File: src/dopwm_pkg.sv
package dopwm_pkg;

  // ****************************************************************
  // Register offsets
  // ****************************************************************
  localparam logic [3:0] DOPWM_OFS_ENABLE = 4'h0;
  localparam logic [3:0] DOPWM_OFS_CTRL   = 4'h1;
  localparam logic [3:0] DOPWM_OFS_PER_LO = 4'h2;
  localparam logic [3:0] DOPWM_OFS_PER_HI = 4'h3;
  localparam logic [3:0] DOPWM_OFS_DUT_LO = 4'h4;
  localparam logic [3:0] DOPWM_OFS_DUT_HI = 4'h5;
  localparam logic [3:0] DOPWM_OFS_DT_LO  = 4'h6;
  localparam logic [3:0] DOPWM_OFS_DT_HI  = 4'h7;

  // ****************************************************************
  // Field positions
  // ****************************************************************
  localparam int DOPWM_EN_CHAN   = 0;
  localparam int DOPWM_EN_POUT   = 1;
  localparam int DOPWM_EN_SOUT   = 2;
  localparam int DOPWM_EN_MODE   = 3;
  localparam int DOPWM_EN_FDET   = 4;
  localparam int DOPWM_EN_FPRE   = 5;
  localparam int DOPWM_C_CLKDIV  = 0;
  localparam int DOPWM_C_OPOL    = 2;
  localparam int DOPWM_C_FPOL    = 4;
  localparam int DOPWM_C_FSTAT   = 5;
  localparam int DOPWM_C_IFLAG   = 6;
  localparam int DOPWM_C_IEN     = 7;

  // ****************************************************************
  // Reset values and masks
  // ****************************************************************
  localparam logic [7:0] DOPWM_RST_BYTE = 8'h00;
  localparam logic [7:0] DOPWM_EN_WMASK = 8'h7f;
  localparam logic [7:0] DOPWM_HI_WMASK = 8'h0f;
  localparam logic [11:0] DOPWM_CNT_START = 12'h001;

  // ****************************************************************
  // Prescaler terminal counts, divide by 1, 8, 32, 128
  // ****************************************************************
  localparam logic [6:0] DOPWM_DIV1_TC   = 7'h00;
  localparam logic [6:0] DOPWM_DIV8_TC   = 7'h07;
  localparam logic [6:0] DOPWM_DIV32_TC  = 7'h1f;
  localparam logic [6:0] DOPWM_DIV128_TC = 7'h7f;

  typedef enum logic [1:0] {
    DOPWM_ST_IDLE = 2'b01,
    DOPWM_ST_RUN  = 2'b10
  } dopwm_state_t;

endpackage

File: src/dopwm_tick_if.sv
interface dopwm_tick_if;
  logic       run;
  logic [1:0] divsel;
  logic       tick;
  modport ctrl (output run, output divsel, input tick);
  modport gen  (input run, input divsel, output tick);
endinterface

File: src/dopwm_prescaler.sv
module dopwm_prescaler
  import dopwm_pkg::*;
(
  input  wire logic clk_sys_i,
  input  wire logic reset_n_i,
  dopwm_tick_if.gen tk
);

  logic [6:0] div_r;
  logic [6:0] div_nxt;
  logic [6:0] tc;
  logic       hit;

  // Divider selection by the counter clock field.
  assign tc = (tk.divsel == 2'b00) ? DOPWM_DIV1_TC :
              (tk.divsel == 2'b01) ? DOPWM_DIV8_TC :
              (tk.divsel == 2'b10) ? DOPWM_DIV32_TC : DOPWM_DIV128_TC;
  assign hit     = tk.run && (div_r >= tc);
  assign div_nxt = (!tk.run || hit) ? 7'h00 : div_r + 7'h01;
  assign tk.tick = hit;

  always_ff @(posedge clk_sys_i or negedge reset_n_i) begin
    if (!reset_n_i) begin
      div_r <= 7'h00;
    end else begin
      div_r <= div_nxt;
    end
  end

endmodule

File: src/dopwm_channel.sv
// Operation
// - Fault preset code forces both output levels.
// - Fault detect enable turns fault input on.
// - Mode bit: complementary or independent pairing.
// - Secondary enable gates the secondary output.
// - Primary output needs channel enable too.
// - Counter runs with outputs disabled too.
// - Output enable changes act immediately.
// - Channel disable stops counter, outputs off.
// - Channel enable restarts counter from one.
// - Interrupt enable gates interrupt request.
// - Overflow sets flag; software writes zero.
// - Fault sets status; software writes zero.
// - Fault polarity picks active fault level.
// - Polarity field sets output active levels.
// - Active windows per pairing mode.
// - Clock select divides by 1/8/32/128.
// - Period is twelve bits, low plus nibble.
// - Period high upper bits read zero.
// - New period armed by low write.
// - Period equals value times counter clock.
// - Duty (less dead time if complementary) times clock, next period.
// - Dead time separates complementary edges.
// - Independent mode: dead time is secondary duty.
module dopwm_channel
  import dopwm_pkg::*;
(
  input  wire logic       clk_sys_i,
  input  wire logic       reset_n_i,
  input  wire logic [3:0] addr_i,
  input  wire logic [7:0] wdata_i,
  input  wire logic       wr_i,
  input  wire logic       rd_i,
  output logic      [7:0] rdata_o,
  input  wire logic       fault_input_pin_i,
  output logic            primary_output_o,
  output logic            primary_output_oe_o,
  output logic            secondary_output_o,
  output logic            secondary_output_oe_o,
  output logic            irq_o
);

  // ****************************************************************
  // Register storage
  // ****************************************************************
  logic [7:0]   en_r;
  logic [7:0]   ctl_r;
  logic [7:0]   per_lo_r;
  logic [3:0]   per_hi_r;
  logic [7:0]   dut_lo_r;
  logic [3:0]   dut_hi_r;
  logic [7:0]   dt_lo_r;
  logic [3:0]   dt_hi_r;
  logic [11:0]  per_act_r;
  logic [11:0]  dut_act_r;
  logic [11:0]  dt_act_r;
  logic         per_pend_r;
  logic         dut_pend_r;
  logic         dt_pend_r;
  logic [11:0]  cnt_r;
  logic [11:0]  cnt_nxt;
  logic [7:0]   rdata_r;
  logic [7:0]   rdata_nxt;
  logic         pri_r;
  logic         sec_r;
  logic         pri_oe_r;
  logic         sec_oe_r;
  dopwm_state_t st_r;
  dopwm_state_t st_nxt;

  dopwm_tick_if tk ();

  dopwm_prescaler u_presc (
    .clk_sys_i (clk_sys_i),
    .reset_n_i (reset_n_i),
    .tk        (tk)
  );

  // ****************************************************************
  // Decode
  // ****************************************************************
  logic w_en;
  logic w_ctl;
  logic w_plo;
  logic w_phi;
  logic w_dlo;
  logic w_dhi;
  logic w_tlo;
  logic w_thi;
  assign w_en  = wr_i && (addr_i == DOPWM_OFS_ENABLE);
  assign w_ctl = wr_i && (addr_i == DOPWM_OFS_CTRL);
  assign w_plo = wr_i && (addr_i == DOPWM_OFS_PER_LO);
  assign w_phi = wr_i && (addr_i == DOPWM_OFS_PER_HI);
  assign w_dlo = wr_i && (addr_i == DOPWM_OFS_DUT_LO);
  assign w_dhi = wr_i && (addr_i == DOPWM_OFS_DUT_HI);
  assign w_tlo = wr_i && (addr_i == DOPWM_OFS_DT_LO);
  assign w_thi = wr_i && (addr_i == DOPWM_OFS_DT_HI);

  logic       chan_en;
  logic       pout_en;
  logic       sout_en;
  logic       indep;
  logic       fdet_en;
  logic [1:0] fpre;
  logic [1:0] opol;
  logic       fpol;
  logic       fstat;
  logic       iflag;
  logic       ien;
  assign chan_en = en_r[DOPWM_EN_CHAN];
  assign pout_en = en_r[DOPWM_EN_POUT];
  assign sout_en = en_r[DOPWM_EN_SOUT];
  assign indep   = en_r[DOPWM_EN_MODE];
  assign fdet_en = en_r[DOPWM_EN_FDET];
  assign fpre    = en_r[DOPWM_EN_FPRE +: 2];
  assign opol    = ctl_r[DOPWM_C_OPOL +: 2];
  assign fpol    = ctl_r[DOPWM_C_FPOL];
  assign fstat   = ctl_r[DOPWM_C_FSTAT];
  assign iflag   = ctl_r[DOPWM_C_IFLAG];
  assign ien     = ctl_r[DOPWM_C_IEN];

  // ****************************************************************
  // Counter control
  // ****************************************************************
  logic running;
  logic start;
  logic ovf;
  assign running = (st_r == DOPWM_ST_RUN);
  assign start   = (st_r == DOPWM_ST_IDLE) && chan_en;
  assign tk.run    = running && chan_en;
  assign tk.divsel = ctl_r[DOPWM_C_CLKDIV +: 2];
  assign ovf       = tk.run && tk.tick && (cnt_r >= per_act_r);

  always_comb begin
    st_nxt = st_r;
    case (st_r)
      DOPWM_ST_IDLE: if (chan_en) st_nxt = DOPWM_ST_RUN;
      DOPWM_ST_RUN:  if (!chan_en) st_nxt = DOPWM_ST_IDLE;
      default:       st_nxt = DOPWM_ST_IDLE;
    endcase
  end

  always_comb begin
    cnt_nxt = cnt_r;
    if (!chan_en || start) begin
      cnt_nxt = DOPWM_CNT_START;
    end else if (ovf) begin
      cnt_nxt = DOPWM_CNT_START;
    end else if (tk.run && tk.tick) begin
      cnt_nxt = cnt_r + 12'h001;
    end
  end

  // ****************************************************************
  // Fault and flags
  // ****************************************************************
  logic fault_seen;
  logic fault_hold;
  assign fault_seen = fdet_en && chan_en && (fault_input_pin_i == fpol);
  assign fault_hold = fdet_en && fstat;

  logic [7:0] ctl_nxt;
  always_comb begin
    ctl_nxt = ctl_r;
    if (w_ctl) begin
      // Flags only accept a zero from software; a one written is ignored.
      ctl_nxt = {wdata_i[7], ctl_r[6] & wdata_i[6], ctl_r[5] & wdata_i[5], wdata_i[4:0]};
    end
    // Hardware set wins over a clear in the same cycle.
    if (ovf) ctl_nxt[DOPWM_C_IFLAG] = 1'b1;
    if (fault_seen) ctl_nxt[DOPWM_C_FSTAT] = 1'b1;
  end

  assign irq_o = ien && iflag;

  // ****************************************************************
  // Waveform generation
  // ****************************************************************
  logic pri_act;
  logic sec_act;
  logic pri_lvl;
  logic sec_lvl;
  logic pri_nxt;
  logic sec_nxt;
  logic [12:0] dd_sum;
  assign dd_sum = {1'b0, dut_act_r} + {1'b0, dt_act_r};
  // Primary active for duty; in complementary mode it starts after the
  // dead time so both edges keep a gap, at the cost of a shorter pulse.
  assign pri_act = indep ? (cnt_r <= dut_act_r) :
                   ((cnt_r > dt_act_r) && (cnt_r <= dut_act_r));
  assign sec_act = indep ? (cnt_r <= dt_act_r) :
                   ({1'b0, cnt_r} > dd_sum);
  assign pri_lvl = pri_act ^ opol[1];
  assign sec_lvl = sec_act ^ opol[0];
  always_comb begin
    pri_nxt = pri_lvl;
    sec_nxt = sec_lvl;
    if (fault_hold || fault_seen) begin
      pri_nxt = fpre[1];
      sec_nxt = fpre[0];
    end
  end

  // ****************************************************************
  // Read path
  // ****************************************************************
  always_comb begin
    case (addr_i)
      DOPWM_OFS_ENABLE: rdata_nxt = en_r;
      DOPWM_OFS_CTRL:   rdata_nxt = ctl_r;
      DOPWM_OFS_PER_LO: rdata_nxt = per_lo_r;
      DOPWM_OFS_PER_HI: rdata_nxt = {4'h0, per_hi_r};
      DOPWM_OFS_DUT_LO: rdata_nxt = dut_lo_r;
      DOPWM_OFS_DUT_HI: rdata_nxt = {4'h0, dut_hi_r};
      DOPWM_OFS_DT_LO:  rdata_nxt = dt_lo_r;
      DOPWM_OFS_DT_HI:  rdata_nxt = {4'h0, dt_hi_r};
      default:          rdata_nxt = DOPWM_RST_BYTE;
    endcase
  end

  // ****************************************************************
  // Registers
  // ****************************************************************
  logic [7:0] en_nxt;
  logic [7:0] per_lo_nxt;
  logic [3:0] per_hi_nxt;
  logic [7:0] dut_lo_nxt;
  logic [3:0] dut_hi_nxt;
  logic [7:0] dt_lo_nxt;
  logic [3:0] dt_hi_nxt;
  assign en_nxt     = w_en  ? (wdata_i & DOPWM_EN_WMASK) : en_r;
  assign per_lo_nxt = w_plo ? wdata_i : per_lo_r;
  assign per_hi_nxt = w_phi ? wdata_i[3:0] : per_hi_r;
  assign dut_lo_nxt = w_dlo ? wdata_i : dut_lo_r;
  assign dut_hi_nxt = w_dhi ? wdata_i[3:0] : dut_hi_r;
  assign dt_lo_nxt  = w_tlo ? wdata_i : dt_lo_r;
  assign dt_hi_nxt  = w_thi ? wdata_i[3:0] : dt_hi_r;

  always_ff @(posedge clk_sys_i or negedge reset_n_i) begin
    if (!reset_n_i) begin
      en_r     <= DOPWM_RST_BYTE;
      ctl_r    <= DOPWM_RST_BYTE;
      per_lo_r <= DOPWM_RST_BYTE;
      per_hi_r <= 4'h0;
      dut_lo_r <= DOPWM_RST_BYTE;
      dut_hi_r <= 4'h0;
      dt_lo_r  <= DOPWM_RST_BYTE;
      dt_hi_r  <= 4'h0;
    end else begin
      en_r     <= en_nxt;
      ctl_r    <= ctl_nxt;
      per_lo_r <= per_lo_nxt;
      per_hi_r <= per_hi_nxt;
      dut_lo_r <= dut_lo_nxt;
      dut_hi_r <= dut_hi_nxt;
      dt_lo_r  <= dt_lo_nxt;
      dt_hi_r  <= dt_hi_nxt;
    end
  end

  // Shadow values load only at overflow or at a fresh start, so a
  // half-written value never reaches the compare logic.
  logic        load_ev;
  logic        per_pend_nxt;
  logic        dut_pend_nxt;
  logic        dt_pend_nxt;
  logic [11:0] per_act_nxt;
  logic [11:0] dut_act_nxt;
  logic [11:0] dt_act_nxt;
  assign load_ev      = ovf || start;
  assign per_pend_nxt = w_plo || (per_pend_r && !load_ev);
  assign dut_pend_nxt = w_dlo || (dut_pend_r && !load_ev);
  assign dt_pend_nxt  = w_tlo || (dt_pend_r && !load_ev);
  assign per_act_nxt  = (load_ev && per_pend_r) ? {per_hi_r, per_lo_r} : per_act_r;
  assign dut_act_nxt  = (load_ev && dut_pend_r) ? {dut_hi_r, dut_lo_r} : dut_act_r;
  assign dt_act_nxt   = (load_ev && dt_pend_r) ? {dt_hi_r, dt_lo_r} : dt_act_r;

  always_ff @(posedge clk_sys_i or negedge reset_n_i) begin
    if (!reset_n_i) begin
      per_pend_r <= 1'b0;
      dut_pend_r <= 1'b0;
      dt_pend_r  <= 1'b0;
      per_act_r  <= 12'h000;
      dut_act_r  <= 12'h000;
      dt_act_r   <= 12'h000;
    end else begin
      per_pend_r <= per_pend_nxt;
      dut_pend_r <= dut_pend_nxt;
      dt_pend_r  <= dt_pend_nxt;
      per_act_r  <= per_act_nxt;
      dut_act_r  <= dut_act_nxt;
      dt_act_r   <= dt_act_nxt;
    end
  end

  logic       pri_oe_nxt;
  logic       sec_oe_nxt;
  logic [7:0] rd_out_nxt;
  assign pri_oe_nxt = w_en ? (wdata_i[DOPWM_EN_CHAN] && wdata_i[DOPWM_EN_POUT]) :
                      (chan_en && pout_en);
  assign sec_oe_nxt = w_en ? (wdata_i[DOPWM_EN_CHAN] && wdata_i[DOPWM_EN_SOUT]) :
                      (chan_en && sout_en);
  assign rd_out_nxt = rd_i ? rdata_nxt : DOPWM_RST_BYTE;

  always_ff @(posedge clk_sys_i or negedge reset_n_i) begin
    if (!reset_n_i) begin
      st_r     <= DOPWM_ST_IDLE;
      cnt_r    <= DOPWM_CNT_START;
      rdata_r  <= DOPWM_RST_BYTE;
      pri_r    <= 1'b0;
      sec_r    <= 1'b0;
      pri_oe_r <= 1'b0;
      sec_oe_r <= 1'b0;
    end else begin
      st_r     <= st_nxt;
      cnt_r    <= cnt_nxt;
      rdata_r  <= rd_out_nxt;
      pri_r    <= pri_nxt;
      sec_r    <= sec_nxt;
      pri_oe_r <= pri_oe_nxt;
      sec_oe_r <= sec_oe_nxt;
    end
  end

  assign rdata_o               = rdata_r;
  assign primary_output_o      = pri_r;
  assign secondary_output_o    = sec_r;
  assign primary_output_oe_o   = pri_oe_r;
  assign secondary_output_oe_o = sec_oe_r;

endmodule

File: config.mk
export PLATFORM = sky130hd
export DESIGN_NAME = dopwm_channel
export DESIGN_NICKNAME = d
export VERILOG_FILES = /design/src/dopwm_pkg.sv /design/src/dopwm_tick_if.sv /design/src/dopwm_prescaler.sv /design/src/dopwm_channel.sv
export SDC_FILE = /design/constraint.sdc
export NUM_CORES = 1
export LEC_CHECK = 0
export ABC_AREA = 1
export BUFFER_PORTS_ARGS = -buffer_cell sky130_fd_sc_hd__clkbuf_2
export CORE_MARGIN = 2
export CORE_UTILIZATION = 60
export CTS_BUF_LIST = sky130_fd_sc_hd__clkbuf_4 sky130_fd_sc_hd__clkbuf_8
export CTS_CLUSTER_DIAMETER = 30
export DETAILED_ROUTE_END_ITERATION = 16
export GPL_ROUTABILITY_DRIVEN = 1
export PLACE_DENSITY = 0.78
export SLEW_MARGIN = 20
export SYNTH_ARGS = -nofsm -noshare
export SYNTH_HDL_FRONTEND = slang
export SYNTH_SLANG_ARGS = --single-unit
File: constraint.sdc
create_clock -name clk_sys_i -period 3.05 [get_ports clk_sys_i]
set_clock_uncertainty 0.1 [all_clocks]
set_input_delay 0.4575 -clock clk_sys_i [delete_from_list [all_inputs] [get_ports clk_sys_i]]
set_output_delay 0.4575 -clock clk_sys_i [all_outputs]
set_load 0.03 [all_outputs]
# Word-level counts from Yosys, hierarchy flattened
# Index checks and enable logic that the tools add are counted.
[classes]
reduce_logical = 44
mux = 21
bitwise_logic = 4
eq_ne = 14
n_addsub = 3
n_lt_le_gt_ge = 6
[ops]
columns = ["operator", "count"]
rows = [
  ["$pmux W8 S8", 1],
  ["$mux W12", 3],
  ["$mux W7", 5],
  ["$logic_and A1 B1 Y1", 28],
  ["$le A12 B12 Y1", 2],
  ["$eq A4 B3 Y1 const B", 4],
  ["$add A12 B12 Y13", 1],
  ["$gt A12 B13 Y1", 1],
  ["$add A12 B1 Y12 const B", 1],
  ["$ge A12 B12 Y1", 1],
  ["$gt A12 B12 Y1", 1],
  ["$eq A4 B2 Y1 const B", 2],
  ["$mux W1", 8],
  ["$mux W8", 1],
  ["$add A7 B1 Y7 const B", 1],
  ["$ge A7 B7 Y1", 1],
  ["$logic_or A1 B1 Y1", 7],
  ["$eq A2 B1 Y1 const B", 2],
  ["$eq A2 B2 Y1 const B", 2],
  ["$eq A4 B1 Y1 const B", 1],
  ["$logic_not A4 Y1", 1],
  ["$mux W2", 2],
  ["$ne A2 B2 Y1 const B", 2],
  ["$pmux W2 S2", 1],
  ["8 further kinds", 13],
]
[totals]
out_inout_bits = 13
ff_bits = 123
in_bits = 17
word_cells = 116

# Longest topological paths before layout
# Gate-level depths: netlist of run 1.
[depth]
depth_word = 12
ltp_mapped = 21
depth_no_buf = 21

# Hierarchy
# A second synthesis of run 1 with hierarchy kept.
[hier_totals]
hier_cells = 857
hier_area_um2 = 7144.4
[by_module_without_submodules]
columns = ["mod", "seq_area_each_um2", "area_per_inst_um2", "n_inst", "cells_per_inst"]
rows = [
  ["dopwm_channel", 2905.3, 6661.4, 1, 797],
  ["dopwm_prescaler", 175.2, 483.0, 1, 60],
]

# Worst setup path before layout of run 1
# OpenSTA, ideal clock, no wires.
[synth_path]
kind = "register to register"
startpoint = "reg dut_act_r[0]"
endpoint = "reg sec_r, in the netlist secondary_output_o"
n_path_buf = 0
required_ns = 2.833
period_less_slack_ns = 2.827
arrival_ns = 2.609
slack_ns = 0.223
path_stages_with_launch = 22
setup_ns = 0.117
path_cell_list = "dfrtp_1 > ha_1 > inv_1 > fa_1 > inv_1 > nand2_1 > a21oi_1 > nand2_1 > nand2_1 > nand3_1 > nand2_1 > xor2_1 > ha_1 > and3_1 > nand3b_1 > nand3_1 > nor2_1 > nand2_1 > nand2_1 > nand2_1 > nand3_1 > nand2_1"
[synth_between]
elab_chain_cells = 5
[synth_rtl]
columns = ["element", "line", "rtl"]
rows = [
  ["from (decl)", "dopwm_channel.sv:55", "logic [11:0] dut_act_r;"],
  ["from (signal assigned)", "dopwm_channel.sv:291", "dut_act_r <= dut_act_nxt;"],
  ["$add A12 B12 Y13", "dopwm_channel.sv:186", "assign dd_sum = {1'b0, dut_act_r} + {1'b0, dt_act_r};"],
  ["$gt A12 B13 Y1", "dopwm_channel.sv:192", "({1'b0, cnt_r} > dd_sum);"],
  ["$mux W1", "dopwm_channel.sv:191", "assign sec_act = indep ? (cnt_r <= dt_act_r) :"],
  ["$xor A1 B1 Y1", "dopwm_channel.sv:194", "assign sec_lvl = sec_act ^ opol[0];"],
  ["$mux W1", "dopwm_channel.sv:198", "if (fault_hold || fault_seen) begin"],
  ["named net sec_nxt", "dopwm_channel.sv:184", "logic sec_nxt;"],
  ["to (signal assigned)", "dopwm_channel.sv:319", "sec_r <= sec_nxt;"],
  ["to (decl)", "dopwm_channel.sv:65", "logic sec_r;"],
]
# The timed path passes the listed nets, and every way through them passes these cells.
# A chain may end at the register's enable or synchronous reset.

# Worst setup path after layout of run 1
# Same ends and word-level chain as after synthesis.

==> impl_metrics.toml, run 1 <==
[cts]
cts_root_buffer = "clkbuf_8"
cts_buffer_depth = 2
worstSkewPairLatency_ns = 0.45
cts_tree = "built"
clk_pin_slew_worst_paths_ns = 0.07
htree_levels = 4
cts_buffers = 17
clock_sinks = 123

[critical_path]
worst_setup_path_end_kind = "flop"
crit_type = "reg2reg"
cp_max_fo = 2
max_stage_delay_ns = 0.37
arrival_ns = 3.22
critPathSlowestCell = "dfrtp_1"
startpoint = "dut_act_r[0]"
reg2reg_from = "dut_act_r[0]"
worstPathRequired_ns = 3.29
cp-start-kind = "flop"
crit_chain = "ha_2 > inv_2 > fa_2 > inv_2 > nand2_2 > a21oi_2 > nand2_2 > nand2_2 > nand3_2 > nand2_1 > xor2_1 > ha_1 > and3_4 > nand3b_1 > nand3_1 > nor2_1 > nand2_2 > nand2_1 > nand2_1 > nand3_1 > nand2_1"

[placement]
placed_cells = 1027
place.detailed.hpwl_um = 13700
io_buffer_count = 29
place_congestion = 0.910

[route]
routed_wl_um = 18400
antenna_left = 0
drt_iter0_markers = 445
vias = 6047
wl_per_cell_um = 17.3
drt-pass1-iter-count = 5
vias_per_cell = 5.69
drc = 0

[layout]
n_antenna_cell = 0
instances_no_fill = 1063
layout-drive-gt1-share = 0.105
syn2layout_area_growth_pct = 11.1
fill_cells = 937
utilization = 0.684
register_area_um2 = 3080
nets = 995
final_cell_mix = "nand2_1, dfrtp_1, inv_1"
final_common_cell = "nand2_1"
multi_input_area_um2 = 3510

[floorplan]
core_area_um2 = 11500
start_util = 0.615
die_h_um = 112
die_x_um = 112
ioPinCount = 30
die_area_um2 = 12600
num_rows = 39

[min_path]
worstHoldStart = "wdata_i[6]"
hp-class = "in2reg"

[grt]
overflow = 0
grt_pass1_wl_um = 30000
grt_usage = 0.306
grt_start_max_net_pins = 51
antenna_found_initial = 0
grt_pass1_vias = 5969

[synthesis]
avgSynthCellArea_um2 = 8.18
syn-num-nets = 949
netlist_area_um2 = 7050
syn_inst = 862
synth_cell_types = 38
yosys_warnings = 0
yosys_register_bits = 123
ys_seq_area_frac = 0.437

[timing]
period_minus_slack_ns = 2.98
finalCritPeriodShare = 0.976
slew-limit-headroom = 0.534
fin_tns_setup_ns = 0
grt_setup_unrepaired = "yes"
fmax_ghz = 0.336
tightest_slew_ns = 0.699
whs_ns = 0.191
hold_viol = 0
setup_viol = 0
drv_slew = 0

[power_and_ir_drop]
total_power_mw = 6.23
power_leakage_nw = 4.16
irDropWorstVdd_mv = 0.618
powerDensity_nw_per_um2 = 795

[job]
drv_cap = 0

[status]
outcome = "complete, no violations"
## logic make-up (layout without fill, tap and decap cells)
kind of cell,count (synthesis),after routing,synth area share
simple gates,382,382,0.227
compound gates,145,145,0.115
flops,123,123,0.437
buf+inv,122,180,0.0710
fa+ha+maj,70,70,0.125
xor+xnor,20,20,0.0248
## report_power, final
| group | total (mW) | switching, mW | internal [mW] |
|---|---|---|---|
| Sequential | 2.44 | 0.399 | 2.04 |
| Combinational | 2.39 | 1.50 | 0.888 |
| Clock | 1.40 | 0.630 | 0.771 |
## area by class of cell
type	count	share of cell area
inverter	106	0.0508
tap	143	0.0228
sequential	123	0.393
clock buffer	24	0.0413
timing repair buffer	43	0.0358
clock inverter	7	0.00798
multi-input combinational	617	0.448
## sequential cells by signal, indices dropped and copies added (netlist names), 2 cells and up
register       count
cnt_r             12
ctl_r              8
dt_act_r          12
dt_hi_r            4
dt_lo_r            8
dut_act_r         12
dut_hi_r           4
dut_lo_r           8
en_r               7
per_act_r         12
per_hi_r           4
per_lo_r           8
rdata_o            8
st_r               2
u_presc.div_r      7
## path summary, 6_finish.rpt
kind	endpoint	slack, ns	cells after the start
setup / recovery	secondary_output_o	0.07	21
hold / removal	ctl_r[6]	0.19	3
setup reg to reg	secondary_output_o	0.07	21
hold reg to reg	per_act_r[10]	0.37	2
max in group asynchronous	st_r[0]	1.66	3
min in group asynchronous	cnt_r[4]	0.49	2
## cells in the mapped netlist (all sizes together)
cell type	number	area, um^2
nand2	253	975
dfrtp	121	3030
inv	103	387
o21ai	73	365
ha	69	863
nand3	62	310
nor2	43	161
a21oi	38	190
xor2	17	149
nand4	11	75.1
a221oi	9	78.8
buf	9	76.3
nor3	8	45.0
o22ai	8	50.1
clkbuf	7	26.3
a31oi	4	25.0
a21o	3	22.5
clkinv	3	11.3
xnor2	3	26.3
a22o	2	17.5
dfstp	2	52.6
nor3b	2	15.0
o211ai	2	15.0
o21a	2	15.0
o21bai	2	15.0
a41oi	1	8.76
and3	1	6.26
fa	1	20.0
nand3b	1	7.51
o32ai	1	8.76
or2	1	6.26
## what timing repair did
item | CTS | global route
setup endpoints to repair | 0 | 1
gates resized for setup | 0 | 15
hold buffers | 1 | 0
buffers inserted | 0 | 4
endpoints found under the hold margin | 48 | 0
## worst max-delay path, delay by kind of cell, from the launching register on
| kind | cells | cell delay [ns] |
|---|---|---|
| flip-flops | 1 | 0.37 |
| XOR/XNOR | 1 | 0.16 |
| AND/OR/NAND/NOR | 14 | 1.12 |
| AO/OA/AOI/OAI | 1 | 0.18 |
| buffers and inverters | 2 | 0.10 |
| adder cells (fa/ha/maj) | 3 | 0.83 |
## metrics by stage
| step | instance area [um^2] | worst slack [ns] |
|---|---|---|
| finish | 7840 | 0.0746 |
| global route | 7840 | -0.0597 |
| CTS | 7770 | 0.00926 |
| detailed placement | 7370 | 0.0183 |
| global placement | 7370 | 0.0901 |
| floorplan | 7050 | 0.223 |
## routing by layer
| layer | part of all wire | GRT usage |
|---|---|---|
| met5 | 0 | 0 |
| met4 | 0.031 | 0.136 |
| met3 | 0.066 | 0.0626 |
| met2 | 0.46 | 0.483 |
| met1 | 0.44 | 0.413 |
Note: power is estimated with default switching activity, not from simulation.
==> inputs of run 2 (changes only) <==
--- a/config.mk
+++ b/config.mk
@@ -7,13 +7,15 @@
 export LEC_CHECK = 0
 export ABC_AREA = 1
 export BUFFER_PORTS_ARGS = -buffer_cell sky130_fd_sc_hd__clkbuf_2
+export CELL_PAD_IN_SITES_DETAIL_PLACEMENT = 1
+export CELL_PAD_IN_SITES_GLOBAL_PLACEMENT = 1
 export CORE_MARGIN = 2
-export CORE_UTILIZATION = 60
+export CORE_UTILIZATION = 49
 export CTS_BUF_LIST = sky130_fd_sc_hd__clkbuf_4 sky130_fd_sc_hd__clkbuf_8
 export CTS_CLUSTER_DIAMETER = 30
 export DETAILED_ROUTE_END_ITERATION = 16
 export GPL_ROUTABILITY_DRIVEN = 1
-export PLACE_DENSITY = 0.78
+export PLACE_DENSITY_LB_ADDON = 0.1
 export SLEW_MARGIN = 20
 export SYNTH_ARGS = -nofsm -noshare
 export SYNTH_HDL_FRONTEND = slang
==> run 2 against run 1 <==
Clock power about the same. Global-route usage decreased by 0.51 points. Fmax decreased by 4.1%. Cell area increased by 1.7%. Count of clock-buffer cells in the layout decreased by 6. Sequential share of layout area decreased by 0.64 points. Sequential cell count unchanged. The run now ends with setup timing left. Wire length increased by 18%. Die area increased by 22%. Critical endpoint unchanged.
==> impl_metrics.toml, run 2 (synthesis gave the netlist of run 1 again) <==
[status]
outcome = "finished, violations left"
violations = "setup timing"

[cts]
cts_buffer_depth = 2
htree_levels = 4
clock_sinks = 123
cts_buffers = 17
cts_tree = "built"
cts_root_buffer = "clkbuf_8"
clk_pin_slew_worst_paths_ns = 0.08
worstSkewPairLatency_ns = 0.44

[placement]
io_buffer_count = 29
placed_area_um2 = 7410
place_congestion = 0.880
place.detailed.hpwl_um = 16100
placed_cells = 1065
dp_slack_ns = -0.0814

[critical_path]
arrival_ns = 3.34
cp_common_cell = "nand2_1"
max_stage_delay_ns = 0.37
crit_type = "reg2reg"
ff2ff_path_depth = 22
worst_setup_path_end_kind = "flop"
worstPathRequired_ns = 3.29
cp-start-kind = "flop"
r2r_slack_ns = -0.05
crit_chain = "ha_2 > inv_2 > fa_2 > inv_2 > nand2_4 > a21oi_4 > buf_6 > xor2_1 > ha_1 > nand2_1 > nor2_1 > nand2_1 > nand3_1 > nand3_1 > nand2_1 > nand2_1 > nand2_1 > nand2_2 > nand2_2 > nand2_2 > nand3_2 > nand2_1"
critPathSlowestCell = "dfrtp_1"
cp_max_fo = 3

[min_path]
hold_path_depth = 3
hp-class = "in2reg"

[power_and_ir_drop]
clkPwrFrac = 0.209
total_power_mw = 6.59
irDropWorstVdd_mv = 0.373
seq_power_share = 0.370
p_sw_frac = 0.440
power_leakage_nw = 4.17
p_comb_frac = 0.421
powerDensity_nw_per_um2 = 826
internal_power_mw = 3.69
power_switching_mw = 2.90

[route]
drt-pass1-iter-count = 5
dr_wl_met2_um = 10400
vias = 6227
drt_iter0_markers = 313
antenna_left = 0
dr_wl_met3_um = 957
wl_per_cell_um = 19.7
routed_wl_um = 21700
drt-met1-wl_um = 9650
top_layer = "met4"
drc = 0
vias_per_cell = 5.65

[floorplan]
start_util = 0.504
num_rows = 43
die_area_um2 = 15400
die_x_um = 124
core_area_um2 = 14000
die_h_um = 124
ioPinCount = 30

[timing]
grt_setup_unrepaired = "yes"
finalCritPeriodShare = 1.02
fmax_ghz = 0.322
hold_viol = 0
setup_viol = 1
drv_slew = 0
whs_ns = 0.192
setup_ws_ns = -0.0535
slew-limit-headroom = 0.504
period_minus_slack_ns = 3.10
tightest_slew_ns = 0.744

[layout]
instances_no_fill = 1103
syn2layout_area_growth_pct = 13.0
final_area_um2 = 7970
nets = 998
fill_cells = 1751
final_common_cell = "nand2_1"
final_cell_mix = "nand2_1, dfrtp_1, inv_1"
layout-drive-gt1-share = 0.127
n_antenna_cell = 0

[grt]
grt_pass1_vias = 6676
antenna_found_initial = 0
grt_start_max_net_pins = 62
grt_pass1_wl_um = 34800
grt_usage = 0.301
overflow = 0

[job]
drv_cap = 0
## run 2: power groups by stage
stage	Combinational (mW)	Clock [mW]	Sequential, mW
6_report	2.77	1.38	2.44
5_1_grt	3.11	1.47	2.49
4_1_cts	2.53	1.39	2.43
3_5_place_dp	2.40	0	2.46
3_3_place_gp	2.24	0	2.42
2_1_floorplan	1.71	0	2.34
## run 2: stage by stage
stage	setup TNS [ns]	util
2_1_floorplan	0	-
3_3_place_gp	0	0.530
3_5_place_dp	-0.0814	0.530
4_1_cts	0	0.562
5_1_grt	-0.209	0.570
6_report	-0.0535	0.570
## run 2: what timing repair did
action | CTS | global route
gates resized for setup | 14 | 22
endpoints found under the setup margin | 1 | 1
pin swaps | 13 | 20
hold buffers | 1 | 0
hold endpoints to repair | 4 | 0
buffers inserted | 4 | 3
## run 2: worst paths after layout
check,from,endpoint
max in group asynchronous,reset_n_i,st_r[0]
worst max-delay path,dut_act_r[0],secondary_output_o
min in group asynchronous,reset_n_i,dt_act_r[1]
worst max register to register,dut_act_r[0],secondary_output_o
worst min-delay path,wdata_i[0],secondary_output_oe_o
worst min register to register,per_act_r[2],per_act_r[2]
## run 2: area by class of cell
class	instances	area [um^2]	area share
flip-flops and latches	123	3080	0.387
repair buffers	46	294	0.0369
clock buffers	18	248	0.0311
inverters	106	398	0.0499
multi-input cells	617	3610	0.453
clock inverters	13	118	0.0148
well taps	180	225	0.0283
## run 2: worst max-delay path: cells and delay by family, from the launching register on
kind	cells	cell delay [ns]
AO/OA/AOI/OAI	1	0.15
flip-flops	1	0.37
AND/OR/NAND/NOR	14	1.20
buffers and inverters	3	0.25
XOR/XNOR	1	0.06
adder cells (fa/ha/maj)	3	0.86
## run 2: routing by layer
| metal | global-route usage | vias up |
|---|---|---|
| met5 | 0 | - |
| met4 | 0.0997 | 0 |
| met3 | 0.0618 | 51 |
| met2 | 0.509 | 158 |
| met1 | 0.387 | 3075 |
| li1 | - | 2943 |
